===== config.mk =====
export PLATFORM = sky130hd
export DESIGN_NAME = voltage_monitor_status_logic
export DESIGN_NICKNAME = d
export VERILOG_FILES = /design/src/common/vmon_status_pkg.sv /design/src/design/voltage_monitor_status_logic.sv /design/src/design/glitch_filter.sv
export SDC_FILE = /design/constraint.sdc
export NUM_CORES = 1
export LEC_CHECK = 0
export ABC_AREA = 1
export ABC_CLOCK_PERIOD_IN_PS = 1700
export BUFFER_PORTS_ARGS = -buffer_cell sky130_fd_sc_hd__buf_2
export CAP_MARGIN = 20
export CORE_MARGIN = 2
export CORE_UTILIZATION = 30
export DETAILED_ROUTE_END_ITERATION = 8
export GPL_TIMING_DRIVEN = 1
export PLACE_DENSITY = 0.55
export SYNTH_ARGS = -nofsm -noshare
export SYNTH_HDL_FRONTEND = slang
export SYNTH_SLANG_ARGS = --single-unit

===== constraint.sdc =====
create_clock -name clk_sys -period 1.7 [get_ports clk_sys]
set_clock_uncertainty 0.2 [all_clocks]
set_input_delay 0.34 -clock clk_sys [delete_from_list [all_inputs] [get_ports clk_sys]]
set_output_delay 0.34 -clock clk_sys [all_outputs]
set_load 0.02 [all_outputs]

===== src/common/vmon_status_pkg.sv =====
// constants, types and timing counts for the voltage monitor status path
// assumes a single 40 MHz system clock and synchronous comparator inputs
package vmon_status_pkg;

  // ==========================================================
  // channel layout
  localparam int NUM_CH       = 10;  // nine standard plus one high voltage
  localparam int HV_CH_IDX    = 9;   // index of the high voltage channel
  localparam int CH4_IDX      = 3;   // channel 4, zero based
  localparam int CH9_IDX      = 8;   // channel 9, zero based

  // ==========================================================
  // threshold codes, 0.075 V (code 0) up to 5.734 V (code max)
  localparam int       THR_W         = 8;
  localparam int       THR_MIN_MV    = 75;
  localparam int       THR_MAX_MV    = 5734;
  localparam logic [7:0] THR_ZERO_DETECT = 8'h00;  // 75 mV setting
  localparam logic [7:0] THR_RESET       = 8'h00;

  // ==========================================================
  // timing
  localparam int CLK_HZ        = 40_000_000;
  localparam int FILTER_ON_US  = 64;
  localparam int FILTER_OFF_US = 16;
  localparam int CNT_W         = 12;
  localparam int FILTER_ON_CYC  = (FILTER_ON_US * (CLK_HZ / 1_000_000));
  localparam int FILTER_OFF_CYC = (FILTER_OFF_US * (CLK_HZ / 1_000_000));

  // ==========================================================
  // carriers
  typedef struct packed {
    logic             window_mode;  // 1: a output reports b and not a
    logic             filter_en;    // 1: 64 us filter, 0: 16 us path
    logic [THR_W-1:0] thr_a;
    logic [THR_W-1:0] thr_b;
  } chan_cfg_t;

  typedef struct packed {
    logic above_upper;  // input above the upper trip point
    logic above_lower;  // input above the lower trip point
  } comp_trip_t;

  typedef enum logic [1:0] {
    CAL_RUN,
    CAL_FILT_INIT,
    CAL_DONE
  } cal_state_t;

endpackage : vmon_status_pkg


===== src/design/voltage_monitor_status_logic.sv =====
// digital status path of the ten channel voltage monitor
// assumes comparator trip inputs and config ports are synchronous to clk_sys
// and that the analog side acknowledges self calibration with cal_ack
`timescale 1ns/1ps
module voltage_monitor_status_logic
  import vmon_status_pkg::*;
#(
  parameter int NUM_CHAN = vmon_status_pkg::NUM_CH,
  parameter int GPIO_W   = 9
) (
  input  wire logic                                clk_sys,
  input  wire logic                                rst_n,
  input  vmon_status_pkg::chan_cfg_t [NUM_CHAN-1:0] chan_cfg,
  input  vmon_status_pkg::comp_trip_t [NUM_CHAN-1:0] trip_a,
  input  vmon_status_pkg::comp_trip_t [NUM_CHAN-1:0] trip_b,
  input  wire logic                                cal_ack,
  input  wire logic [GPIO_W-1:0]                   gpio_ctrl_in,
  output logic                                     cal_request,
  output logic                                     calibration_done,
  output logic [NUM_CHAN-1:0]                      link_status_a,
  output logic [NUM_CHAN-1:0]                      link_status_b,
  output logic                                     link_status_valid,
  output logic [GPIO_W-1:0]                        gpio_ctrl_out,
  output logic [NUM_CHAN-1:0]                      i2c_status_a,
  output logic [NUM_CHAN-1:0]                      i2c_status_b,
  output logic [NUM_CHAN-1:0]                      zero_detect,
  output logic [NUM_CHAN*THR_W-1:0]                thr_a_ref,
  output logic [NUM_CHAN*THR_W-1:0]                thr_b_ref,
  output logic                                     channel4_a_status,
  output logic                                     channel9_a_status
);

  import vmon_status_pkg::*;

  localparam logic [CNT_W-1:0] ON_CYC  = CNT_W'(FILTER_ON_CYC);
  localparam logic [CNT_W-1:0] OFF_CYC = CNT_W'(FILTER_OFF_CYC);

  cal_state_t          cal_state_reg;
  logic                filt_init;
  logic [NUM_CHAN-1:0] first_comparator;
  logic [NUM_CHAN-1:0] second_comparator;
  logic [NUM_CHAN-1:0] filt_a;
  logic [NUM_CHAN-1:0] filt_b;
  logic [NUM_CHAN-1:0] sel_a;

  // ==========================================================
  // hysteresis decision: the choice of filter period and the next comparator state
  function automatic logic [CNT_W-1:0] filter_period(input logic en);
    filter_period = en ? ON_CYC : OFF_CYC;
  endfunction : filter_period

  // hold between the two trip points so noise near one point cannot chatter
  function automatic logic hyst_next(input comp_trip_t t, input logic cur);
    if (t.above_upper) begin
      hyst_next = 1'b1;
    end else if (!t.above_lower) begin
      hyst_next = 1'b0;
    end else begin
      hyst_next = cur;
    end
  endfunction : hyst_next

  // ==========================================================
  // calibration sequence after reset
  // filters are seeded only once the comparators have settled, so the
  // first value on the host status link is the true level, not a reset artefact
  always_ff @(posedge clk_sys or negedge rst_n) begin
    if (!rst_n) begin
      cal_state_reg <= CAL_RUN;
    end else begin
      case (cal_state_reg)
        CAL_RUN: begin
          if (cal_ack) begin
            cal_state_reg <= CAL_FILT_INIT;
          end
        end
        CAL_FILT_INIT: begin
          cal_state_reg <= CAL_DONE;
        end
        CAL_DONE: begin
          cal_state_reg <= CAL_DONE;
        end
        default: begin
          cal_state_reg <= CAL_RUN;
        end
      endcase
    end
  end

  assign filt_init = (cal_state_reg == CAL_FILT_INIT);

  // calibration handshake outputs
  always_ff @(posedge clk_sys or negedge rst_n) begin
    if (!rst_n) begin
      cal_request      <= 1'b1;
      calibration_done <= 1'b0;
    end else begin
      cal_request      <= (cal_state_reg == CAL_RUN) && !cal_ack;
      calibration_done <= (cal_state_reg != CAL_RUN);
    end
  end

  // ==========================================================
  // per channel comparators, filters and window selection
  genvar ch;
  generate
    for (ch = 0; ch < NUM_CHAN; ch++) begin : g_chan
      // comparator state with hysteresis
      always_ff @(posedge clk_sys or negedge rst_n) begin
        if (!rst_n) begin
          first_comparator[ch]  <= 1'b0;
          second_comparator[ch] <= 1'b0;
        end else begin
          first_comparator[ch]  <= hyst_next(trip_a[ch],
                                             first_comparator[ch]);
          second_comparator[ch] <= hyst_next(trip_b[ch],
                                             second_comparator[ch]);
        end
      end

      glitch_filter #(
        .CNT_W (CNT_W)
      ) u_filt_a (
        .clk_sys  (clk_sys),
        .rst_n    (rst_n),
        .init     (filt_init),
        .raw      (first_comparator[ch]),
        .period   (filter_period(chan_cfg[ch].filter_en)),
        .filtered (filt_a[ch])
      );

      glitch_filter #(
        .CNT_W (CNT_W)
      ) u_filt_b (
        .clk_sys  (clk_sys),
        .rst_n    (rst_n),
        .init     (filt_init),
        .raw      (second_comparator[ch]),
        .period   (filter_period(chan_cfg[ch].filter_en)),
        .filtered (filt_b[ch])
      );

      // window result valid only if threshold a is above threshold b
      assign sel_a[ch] = chan_cfg[ch].window_mode ?
                         (filt_b[ch] & ~filt_a[ch]) :
                         filt_a[ch];

      // threshold references to the analog comparators
      always_ff @(posedge clk_sys or negedge rst_n) begin
        if (!rst_n) begin
          thr_a_ref[ch*THR_W +: THR_W] <= THR_RESET;
          thr_b_ref[ch*THR_W +: THR_W] <= THR_RESET;
          zero_detect[ch]              <= 1'b0;
        end else begin
          thr_a_ref[ch*THR_W +: THR_W] <= chan_cfg[ch].thr_a;
          thr_b_ref[ch*THR_W +: THR_W] <= chan_cfg[ch].thr_b;
          // b at the 75 mV code and low: supply has decayed to ground
          zero_detect[ch] <= calibration_done &&
                             (chan_cfg[ch].thr_b == THR_ZERO_DETECT) &&
                             !filt_b[ch];
        end
      end
    end
  endgenerate

  // ==========================================================
  // host status link, gated until calibration completes
  always_ff @(posedge clk_sys or negedge rst_n) begin
    if (!rst_n) begin
      link_status_a     <= '0;
      link_status_b     <= '0;
      link_status_valid <= 1'b0;
    end else if (calibration_done) begin
      link_status_a     <= sel_a;
      link_status_b     <= filt_b;
      link_status_valid <= 1'b1;
    end else begin
      link_status_a     <= '0;
      link_status_b     <= '0;
      link_status_valid <= 1'b0;
    end
  end

  // gpio control from the link is ignored until calibration completes
  always_ff @(posedge clk_sys or negedge rst_n) begin
    if (!rst_n) begin
      gpio_ctrl_out <= '0;
    end else if (calibration_done) begin
      gpio_ctrl_out <= gpio_ctrl_in;
    end
  end

  // ==========================================================
  // i2c readback and output control block feed
  // readback is not gated: software may watch the unseeded value early
  always_ff @(posedge clk_sys or negedge rst_n) begin
    if (!rst_n) begin
      i2c_status_a <= '0;
      i2c_status_b <= '0;
    end else begin
      i2c_status_a <= sel_a;
      i2c_status_b <= filt_b;
    end
  end

  // these two also bypass the link so local logic reacts without it
  always_ff @(posedge clk_sys or negedge rst_n) begin
    if (!rst_n) begin
      channel4_a_status <= 1'b0;
      channel9_a_status <= 1'b0;
    end else begin
      channel4_a_status <= sel_a[CH4_IDX];
      channel9_a_status <= sel_a[CH9_IDX];
    end
  end

endmodule : voltage_monitor_status_logic


===== src/design/glitch_filter.sv =====
// one stability counter filter for a single comparator output
// assumes raw is synchronous to clk_sys and period is at least one
`timescale 1ns/1ps
module glitch_filter #(
  parameter int CNT_W = 12
) (
  input  wire logic             clk_sys,
  input  wire logic             rst_n,
  input  wire logic             init,
  input  wire logic             raw,
  input  wire logic [CNT_W-1:0] period,
  output logic                  filtered
);

  logic [CNT_W-1:0] cnt_reg;

  // ==========================================================
  // stability counter
  // any return to the held value restarts the count, so a pulse shorter
  // than the period never reaches the output
  always_ff @(posedge clk_sys or negedge rst_n) begin
    if (!rst_n) begin
      filtered <= 1'b0;
      cnt_reg  <= '0;
    end else if (init) begin
      filtered <= raw;
      cnt_reg  <= '0;
    end else if (raw == filtered) begin
      cnt_reg  <= '0;
    end else if (cnt_reg >= period - 1'b1) begin
      filtered <= raw;
      cnt_reg  <= '0;
    end else begin
      cnt_reg  <= cnt_reg + 1'b1;
    end
  end

endmodule : glitch_filter


### Word-level counts from Yosys, hierarchy flattened

Index checks and enable logic that the tools add are counted.

| operators by class | value |
|---|---|
| add/subtract/negate cells | 30 |
| magnitude comparators | 20 |
| equality and inequality tests | 63 |
| muxes and demuxes | 185 |
| bitwise gates (word level) | 20 |
| reductions and logical operators | 85 |

Operators by type and width:

| operator | count |
|---|---|
| $mux 12 | 70 |
| $add 12x1->12 const B | 20 |
| $ge 12x12->1 | 20 |
| $sub 12x1->12 const B | 10 |
| $mux 1 | 111 |
| $logic_not 8->1 | 10 |
| $ne 2x2->1 const B | 21 |
| $reduce_bool 2->1 | 21 |
| $ne 2x1->1 const B | 20 |
| $reduce_and 2->1 | 20 |
| $logic_and 1x1->1 | 21 |
| $eq 1x1->1 | 20 |
| $mux 10 | 2 |
| $logic_not 1->1 | 11 |
| $and 1x1->1 | 10 |
| $not 1->1 | 10 |
| $pmux 2 s2 | 1 |
| $eq 2x1->1 const B | 1 |
| $eq 2x2->1 const B | 1 |
| $logic_not 2->1 | 1 |
| $mux 2 | 1 |
| $reduce_or 2->1 | 1 |

| word-level totals | value |
|---|---|
| bits in registers | 506 |
| input port bits | 232 |
| output and inout bits | 224 |
| word-level logic and storage cells | 504 |

### Depth between registers and ports, before layout

Gate-level depths: netlist (run 1).

| logic depth | value |
|---|---|
| depth in word-level cells | 6 |
| gate-level depth with buffers | 10 |
| mapped depth without buffers | 10 |

### Modules after synthesis

Synthesis (run 1) repeated with hierarchy kept, for this count alone.

| unflattened totals | value |
|---|---|
| cells, all modules | 3,786 |
| area total of the unflattened synthesis | 30,867.1 um2 |

By module, submodules not included:

| module | times used | cells an instance | area each (um2) | sequential area each (um2) |
|---|---|---|---|---|
| glitch_filter at g_chan[2].u_filt_a ... | 13 | 163 | 1,169.9 | 325.3 |
| glitch_filter at g_chan[0].u_filt_a ... | 7 | 169 | 1,204.9 | 325.3 |
| voltage_monitor_status_logic | 1 | 484 | 7,224.4 | 6,107.1 |

### Worst setup path before layout (run 1)

No wires, ideal clock.

| timing | value |
|---|---|
| path type | input to register |
| from | input chan_cfg[34] (netlist name) |
| to | register g_chan[1].u_filt_b.cnt_reg[5] |
| library setup time | 0.071 ns |
| arrival | 1.435 ns |
| data required time | 1.429 ns |
| path slack | -0.007 ns |
| cell stages on the path | 10 |
| buffers on the path | 1 |
| cell sequence | inv_1 ha_1 inv_1 nor2_1 nand2_1 nand3_1 nor2_1 nand3_1 buf_4 nor2_1 |

| on the way | value |
|---|---|
| word-level cells in the longest chain between the ends | 6 |

RTL lines:

| what | line | RTL |
|---|---|---|
| start: declaration | voltage_monitor_status_logic.sv:13 | `input vmon_status_pkg::chan_cfg_t [NUM_CHAN-1:0] chan_cfg,` |
| $mux 12 | voltage_monitor_status_logic.sv:49 | `filter_period = en ? ON_CYC : OFF_CYC;` |
| $sub 12x1->12 | glitch_filter.sv:30 | `end else if (cnt_reg >= period - 1'b1) begin` |
| $ge 12x12->1 | glitch_filter.sv:30 |  |
| $mux 12 | glitch_filter.sv:30 |  |
| $mux 12 | glitch_filter.sv:28 | `end else if (raw == filtered) begin` |
| $mux 12 | glitch_filter.sv:25 | `end else if (init) begin` |
| end signal: assignment | glitch_filter.sv:34 | `cnt_reg <= cnt_reg + 1'b1;` |
| end: declaration | glitch_filter.sv:15 | `logic [CNT_W-1:0] cnt_reg;` |

Every way passes these cells.
A chain may end at the register's enable or synchronous reset.

### Final worst setup path (run 1)

| timing | value |
|---|---|
| from | register cal_state_reg[0] |
| to | register g_chan[3].u_filt_b.filtered |

| on the way | value |
|---|---|
| word-level cells in the longest chain between the ends | 3 |
| elaborated cells between the ends (all ways) | 5 |
| classes of those cells | eq/ne (2); mux (1); reduce/logical (2) |

RTL lines:

| what | line | RTL |
|---|---|---|
| start: declaration | voltage_monitor_status_logic.sv:38 | `cal_state_t cal_state_reg;` |
| start signal: assignment | voltage_monitor_status_logic.sv:69 | `cal_state_reg <= CAL_RUN;` |
| start signal: assignment | voltage_monitor_status_logic.sv:74 | `cal_state_reg <= CAL_FILT_INIT;` |
| start signal: assignment | voltage_monitor_status_logic.sv:78 | `cal_state_reg <= CAL_DONE;` |
| $eq 2x1->1 (*) | voltage_monitor_status_logic.sv:90 | `assign filt_init = (cal_state_reg == CAL_FILT_INIT);` |
| $ne 2x2->1 (no line) / $reduce_bool 2->1 (equally long branches) | -- |  |
| $reduce_and 2->1 (no line) | -- |  |
| end signal: assignment | glitch_filter.sv:26 | `filtered <= raw;` |
| end signal: assignment | glitch_filter.sv:31 | `filtered <= raw;` |
| end: declaration | glitch_filter.sv:12 | `output logic filtered` |

Every way passes the cells marked *; elsewhere a longest branch is shown, timed or not.

==> results of run 1 <==
critical path, cell delays in order, from the launching register on:
cell	delay, ns
dfrtp_1	0.41
ha_4	0.22
buf_12	0.18
buf_6	0.13
nor2_4	0.07
nand2_2	0.06
nor2_4	0.19
buf_6	0.13
nand2_2	0.04
nand2_1	0.05
nand2_1	0.04
kinds of logic (layout without fill, tap and decap cells):
group,Yosys count,after routing,share of synthesized area
fa+ha+maj,103,103,0.05964
simple gates,1084,1091,0.2132
buf+inv,188,1144,0.03810
compound gates,75,75,0.02061
flops,504,504,0.5837
xor+xnor,209,209,0.08471
routing by layer:
layer,part of all wire,up-vias
met5,0.00012,-
met4,0.026,2
met3,0.047,108
met2,0.50,351
met1,0.43,8343
li1,-,8697
placed cells by master (no fill, tap or decap), types with 5 or more instances in the layout:
cell type,count
nor2_2,114
xnor2_1,58
clkbuf_16,58
buf_6,228
dlygate4sd3_1,222
dfrtp_1,501
nand4_1,5
clkinv_2,12
clkbuf_8,12
ha_1,91
o21ai_1,8
nor2_1,211
nand3_1,92
nand3_4,16
or2_2,13
ha_4,10
a21oi_1,24
a21oi_2,6
buf_2,253
nand3_2,19
nor2_4,135
buf_4,144
clkinvlp_4,8
inv_1,155
nor4_1,20
o21ai_0,7
clkbuf_1,6
nand2_2,28
nand3b_1,18
and3_1,10
buf_12,18
a21o_1,21
xor2_1,150
nor3_1,6
bufinv_16,9
buf_8,10
nand2_1,395
power breakdown:
group | switching [mW] | internal (mW)
Combinational | 7.85 | 6.15
Sequential | 1.15 | 13.6
Clock | 5.20 | 8.17
timing repair:
item | in CTS | in global routing
setup buffers | 13 | 14
endpoints found under the setup margin | 446 | 434
hold buffers | 222 | 0
resized for setup | 558 | 361
endpoints found under the hold margin | 725 | 0
pin swaps | 70 | 93
gates cloned | 10 | 3
area by class of cell:
class / instances / area, sq um
flip-flops and latches: 504 / 12620
well taps: 950 / 1189
clock inverters: 33 / 454.2
clock buffers: 76 / 1639
multi-input cells: 1478 / 9966
repair buffers: 876 / 7675
inverters: 159 / 604.3
fillers: 6484 / 37220
metrics by stage:
stage,setup WS (ns),cells,hold slack (ns)
floorplan,0.004874,2163,-0.1556
global placement,-0.2507,3708,0.01004
detailed placement,-0.3019,3708,0.006564
CTS,-0.1513,4060,0.1041
global route,-0.1893,4076,0.1247
finish,-0.1277,4076,0.1572
path summary, 6_finish.rpt:
check	endpoint	slack (ns)	start	cells after the start
setup / recovery	g_chan[3].u_filt_b.filtered	-0.13	cal_state_reg[0]	10
hold / removal	zero_detect[2]	0.16	rst_n	3
setup reg to reg	g_chan[3].u_filt_b.filtered	-0.13	cal_state_reg[0]	10
hold reg to reg	g_chan[3].u_filt_b.cnt_reg[0]	0.27	g_chan[3].u_filt_b.cnt_reg[0]	1
max in group asynchronous	g_chan[6].u_filt_a.cnt_reg[11]	0.20	rst_n	3
min in group clk_sys	thr_a_ref[65]	0.16	chan_cfg[153]	2
==> qor.csv, run 1 <==
stage;metric;value;unit
placement;place_area;26310;sq um
yosys;synth_top_flop_cell;dfrtp_1;
yosys;yosysTopAreaCell;dfrtp_1;
timing;fin_ws;-0.1277;ns
yosys;synth_top_area_share;0.5825;
yosys;synth_edf_count;0;
clock_tree;cts.sinks;504;
yosys;syn-mean-instance-area;9.991;sq um
global_route;met3_usage;0.03006;
pwr;ir_drop;0.0008000;V
yosys;syn_inst;2163;
yosys;syn-num-nets;2498;
timing;timing.slew.headroom;0.6466;
finish;final_core_util;0.4784;
setup_path;cp-end-kind;register;
finish;synthToLayoutAreaGrowth;58.00;%
yosys;synth-seq-cells;504;
route;wl_per_cell;14.52;um
yosys;yosysWarnings;0;
finish;layout-drive-gt1-share;0.3589;
setup_path;crit_arrival;2.14;ns
route;ant_nets;0;
global_route;grtUsageTotal;0.1549;
yosys;synth_area_leaders;dfrtp_1, nand2_1, nor2_1, xor2_1, ha_1;
pwr;pwr_density_cell;1234;nW/um^2
global_route;met2_usage;0.2644;
global_route;grt-ovfl-total;0;
hold_path;hp-class;in -> async;
finish;nets;3412;
route;vias;17500;
die;core-area;71360;sq um
finish;antenna_cells;0;
clock_tree;cts.path.max_buffers;3;
yosys;synth_most_common_cell;dfrtp_1;
timing;finalSetupTns;-9.456;ns
yosys;synth_area;21610;sq um
timing;fmax;547.1;MHz
die;die_x;272.4;um
timing;layout_min_cycle_time;1.828;ns
die;ioPinCount;456;
clock_tree;cts_root_buf;clkbuf_16;
timing;slew_violations;0;
setup_path;required;2.01;ns
pwr;p_leak;15.79;nW
global_route;grt_pass1_vias;17730;
clock_tree;clk_latency;0.62;ns
yosys;synth_cell_types;32;
route;drc;0;
global_route;grt_pass1_wl;92.72;mm
timing;worstMarginPinSlew;0.5282;ns
clock_tree;cts_tree;built;
route;dr.pass1.iters;4;
global_route;grt_max_degree;54;
route;drt-initial-drc-count;711;
setup_path;cp_max_fo;8;
route;wl;59.16;mm
clock_tree;clk_pin_slew_worst_paths;0.06;ns
global_route;busiest_layer;met2;
clock_tree;numCtsBuffers;58;
run;cap_violations;0;
die;initial_core_util;0.3028;
timing;hold_viol_final;0;
pwr;power.total;42.12;mW
die;rows;98;
die;fp.dieH;272.4;um
yosys;netlist_top_cells_count;dfrtp_1, nand2_1, nor2_1;
setup_path;critPathLaunchType;register;
placement;port_buffers;455;
global_route;antenna_found_initial;2;
timing;fin_crit_sh;1.075;
yosys;synthArstFlopShare;1.000;
timing;setup_viol_count_final;218;
setup_path;crit_type;reg -> reg;
finish;design_area;34140;sq um
route;vias_per_cell;4.294;
global_route;grt.met1_usage;0.1987;
outcome;failed_checks;setup timing;
timing;rsz0062_at_grt;yes;
yosys;yosysSeqAreaShare;0.5837;
placement;dp_hpwl;39.20;mm
outcome;outcome;finished with violations;
die;dieArea;74190;sq um
clock_tree;cts_max_level;2;
placement;place_congestion;0.7933;
Note: power is estimated with default switching activity, not from simulation.
==> run 2, diff against run 1 <==
PLACE_DENSITY = 0.53   (was 0.55)
SYNTH_HIERARCHICAL = 1   (was unset)
==> qor.csv, run 2 <==
stage;metric;value;unit;change
setup_path;critPathLaunchType;register;;
route;vias;27410;;+57%
clock_tree;cts_tree;built;;
setup_path;cp_max_fo;10;;+2
placement;place_inst;6480;;+75%
die;ioPinCount;456;;unchanged
finish;stdcell_count;6845;;+68%
setup_path;cp-end-kind;register;;
global_route;antenna_found_initial;7;;+5
clock_tree;clk_pin_slew_worst_paths;0.07;ns;about the same
clock_tree;clk_latency;0.65;ns;+0.03 ns
setup_path;crit_type;reg -> reg;;
yosys;synth_cell_types;27;;-16%
finish;layout_common_cells;nand2_1, conb_1, inv_1;;
setup_path;r2r_slack;-0.20;ns;-0.07 ns
setup_path;crit_arrival;2.24;ns;+0.10 ns
timing;fin_crit_sh;1.118;;+0.04248
placement;place_congestion;0.7801;;-1.7%
pwr;ir_drop;0.0008509;V;+6.4%
route;dr.pass1.iters;5;;+1
timing;holdWs;0.1116;ns;-0.04567 ns
yosys;synthArstFlopShare;1.000;;unchanged
global_route;grt_pass1_wl;131.6;mm;+42%
timing;fmax;526.3;MHz;-3.8%
finish;layout-drive-gt1-share;0.2571;;-0.1018
global_route;grt-ovfl-total;0;;unchanged
finish;synthToLayoutAreaGrowth;48.41;%;
yosys;syn-mean-instance-area;8.153;sq um;-18%
placement;dp_hpwl;58.44;mm;+49%
clock_tree;numCtsBuffers;61;;+5.2%
hold_path;hp-class;in -> async;;
pwr;power.total;45.08;mW;+7.0%
timing;worstMarginPinSlew;0.9499;ns;+0.4216 ns
finish;final_core_util;0.4496;;-0.02883
clock_tree;cts_max_level;2;;unchanged
finish;nFillCells;10060;;+55%
timing;rsz0062_at_grt;yes;;
run;cap_violations;0;;unchanged
timing;timing.slew.headroom;0.3647;;-0.2820
yosys;synth_area;30870;sq um;+43%
clock_tree;cts_root_buf;clkbuf_16;;
die;core-area;101900;sq um;+43%
timing;slew_violations;0;;unchanged
yosys;synth_top_area_share;0.4078;;-0.1747
route;drc;0;;unchanged
yosys;yosysTopAreaCell;dfrtp_1;;
route;ant_nets;0;;unchanged
die;fp.dieH;324.8;um;+19%
finish;final_common_cell;nand2_1;;
timing;setup_viol_count_final;388;;+78%
global_route;grt_max_degree;73;;+35%
yosys;synth_edf_count;0;;unchanged
timing;hold_viol_final;0;;unchanged
yosys;synth_top_flop_cell;dfrtp_1;;
finish;nets;5937;;+74%
yosys;synth_area_leaders;dfrtp_1, ha_1, nand2_1, nor2_1, inv_1;;
yosys;netlist_top_cells_count;nand2_1, nor2_1, inv_1;;
timing;fin_ws;-0.1999;ns;-0.07221 ns
yosys;yosysSeqAreaShare;0.4086;;-0.1751
timing;layout_min_cycle_time;1.900;ns;+0.07221 ns
pwr;pwr_density_cell;984.1;nW/um^2;-20%
die;dieArea;105500;sq um;+42%
yosys;yosysWarnings;6;;+6
clock_tree;cts.path.max_buffers;3;;unchanged
outcome;outcome;finished with violations;;
die;die_x;324.8;um;+19%
die;initial_core_util;0.3030;;about the same
die;rows;117;;+19%
global_route;grtUsageTotal;0.1505;;-0.004358
route;drt-initial-drc-count;823;;+16%
pwr;p_leak;24.44;nW;+55%
placement;port_buffers;455;;unchanged
outcome;failed_checks;setup timing;;
yosys;synth-seq-cells;504;;unchanged
setup_path;required;2.04;ns;+0.03 ns
clock_tree;cts.sinks;504;;unchanged
yosys;synth_most_common_cell;nand2_1;;
route;wl;78.66;mm;+33%
yosys;syn_inst;3786;;+75%
global_route;grt_pass1_vias;27100;;+53%
route;vias_per_cell;4.005;;-6.7%
route;wl_per_cell;11.49;um;-21%
==> run 2: what timing repair did <==
action	CTS	global route
cloned	12	2
hold endpoints to repair	725	14
setup buffers	7	5
hold buffers	222	1
pin swaps	52	63
gates resized for setup	125	200
endpoints found under the setup margin	484	499
==> run 2: through the flow <==
stage	setup WS [ns]	TNS, ns	instance area, sq um
global placement	-0.7290	-170.68	39840
floorplan	-0.1537	-12.47	32930
global route	-0.3147	-82.89	45800
finish	-0.1999	-35.83	45810
detailed placement	-0.7902	-178.68	39840
CTS	-0.1918	-49.31	44990
==> run 2: area by class of cell <==
class                      instances  area, sq um  area share
tap                             1368         1712     0.03736
antenna                            4        10.01   0.0002185
sequential                       504        12620      0.2754
clock inverter                    37        529.3     0.01155
timing repair buffer            1078         7984      0.1743
clock buffer                      77         1698     0.03706
inverter                         541         2034     0.04441
multi-input combinational       3236        19230      0.4197
==> run 2: logic make-up (layout without fill, tap and decap cells) <==
kind of cell,after synthesis,count (layout),share of synthesized area
compound gates,99,99,0.01974
simple gates,1997,2008,0.2870
buf+inv,568,1733,0.07515
other cells,2,517,0.0002433
fa+ha+maj,283,283,0.1147
xor+xnor,333,333,0.09449
flops,504,504,0.4086
==> run 2: power by group <==
| part | internal, mW | total [mW] | switching [mW] |
|---|---|---|---|
| clock network | 8.77 | 14.3 | 5.58 |
| registers | 13.5 | 14.4 | 0.876 |
| logic | 6.79 | 16.3 | 9.52 |
==> run 2: final timing paths <==
path                                  startpoint                             to  cells after the start
worst max-delay path            cal_state_reg[0]    g_chan[7].u_filt_a/filtered                     11
worst min register to register  gpio_ctrl_out[8]               gpio_ctrl_out[8]                      2
worst min-delay path                       rst_n  g_chan[6].u_filt_b/cnt_reg[0]                      3
worst max register to register  cal_state_reg[0]    g_chan[7].u_filt_a/filtered                     11
min in group clk_sys                chan_cfg[83]                  thr_a_ref[35]                      2
max in group asynchronous                  rst_n                i2c_status_a[6]                      3
==> run 2: metal layers <==
layer  track usage  up-vias  share of wire
met3       0.03102      102          0.045
met1        0.1880    12270           0.45
met2        0.2636      390           0.49
met5             0        -        0.00017
li1              -    14650              -
met4       0.03784        2          0.022
==> run 2: critical path, stage by stage, from the launching register on <==
cell and delay [ns]:
dfrtp_1 0.41, ha_4 0.20, buf_12 0.15, nor2_2 0.10, nand2_1 0.05, inv_1 0.07, nand3_2 0.10, nor2_4 0.19
buf_4 0.15, nand2_1 0.04, nand2_1 0.05, nand2_1 0.04
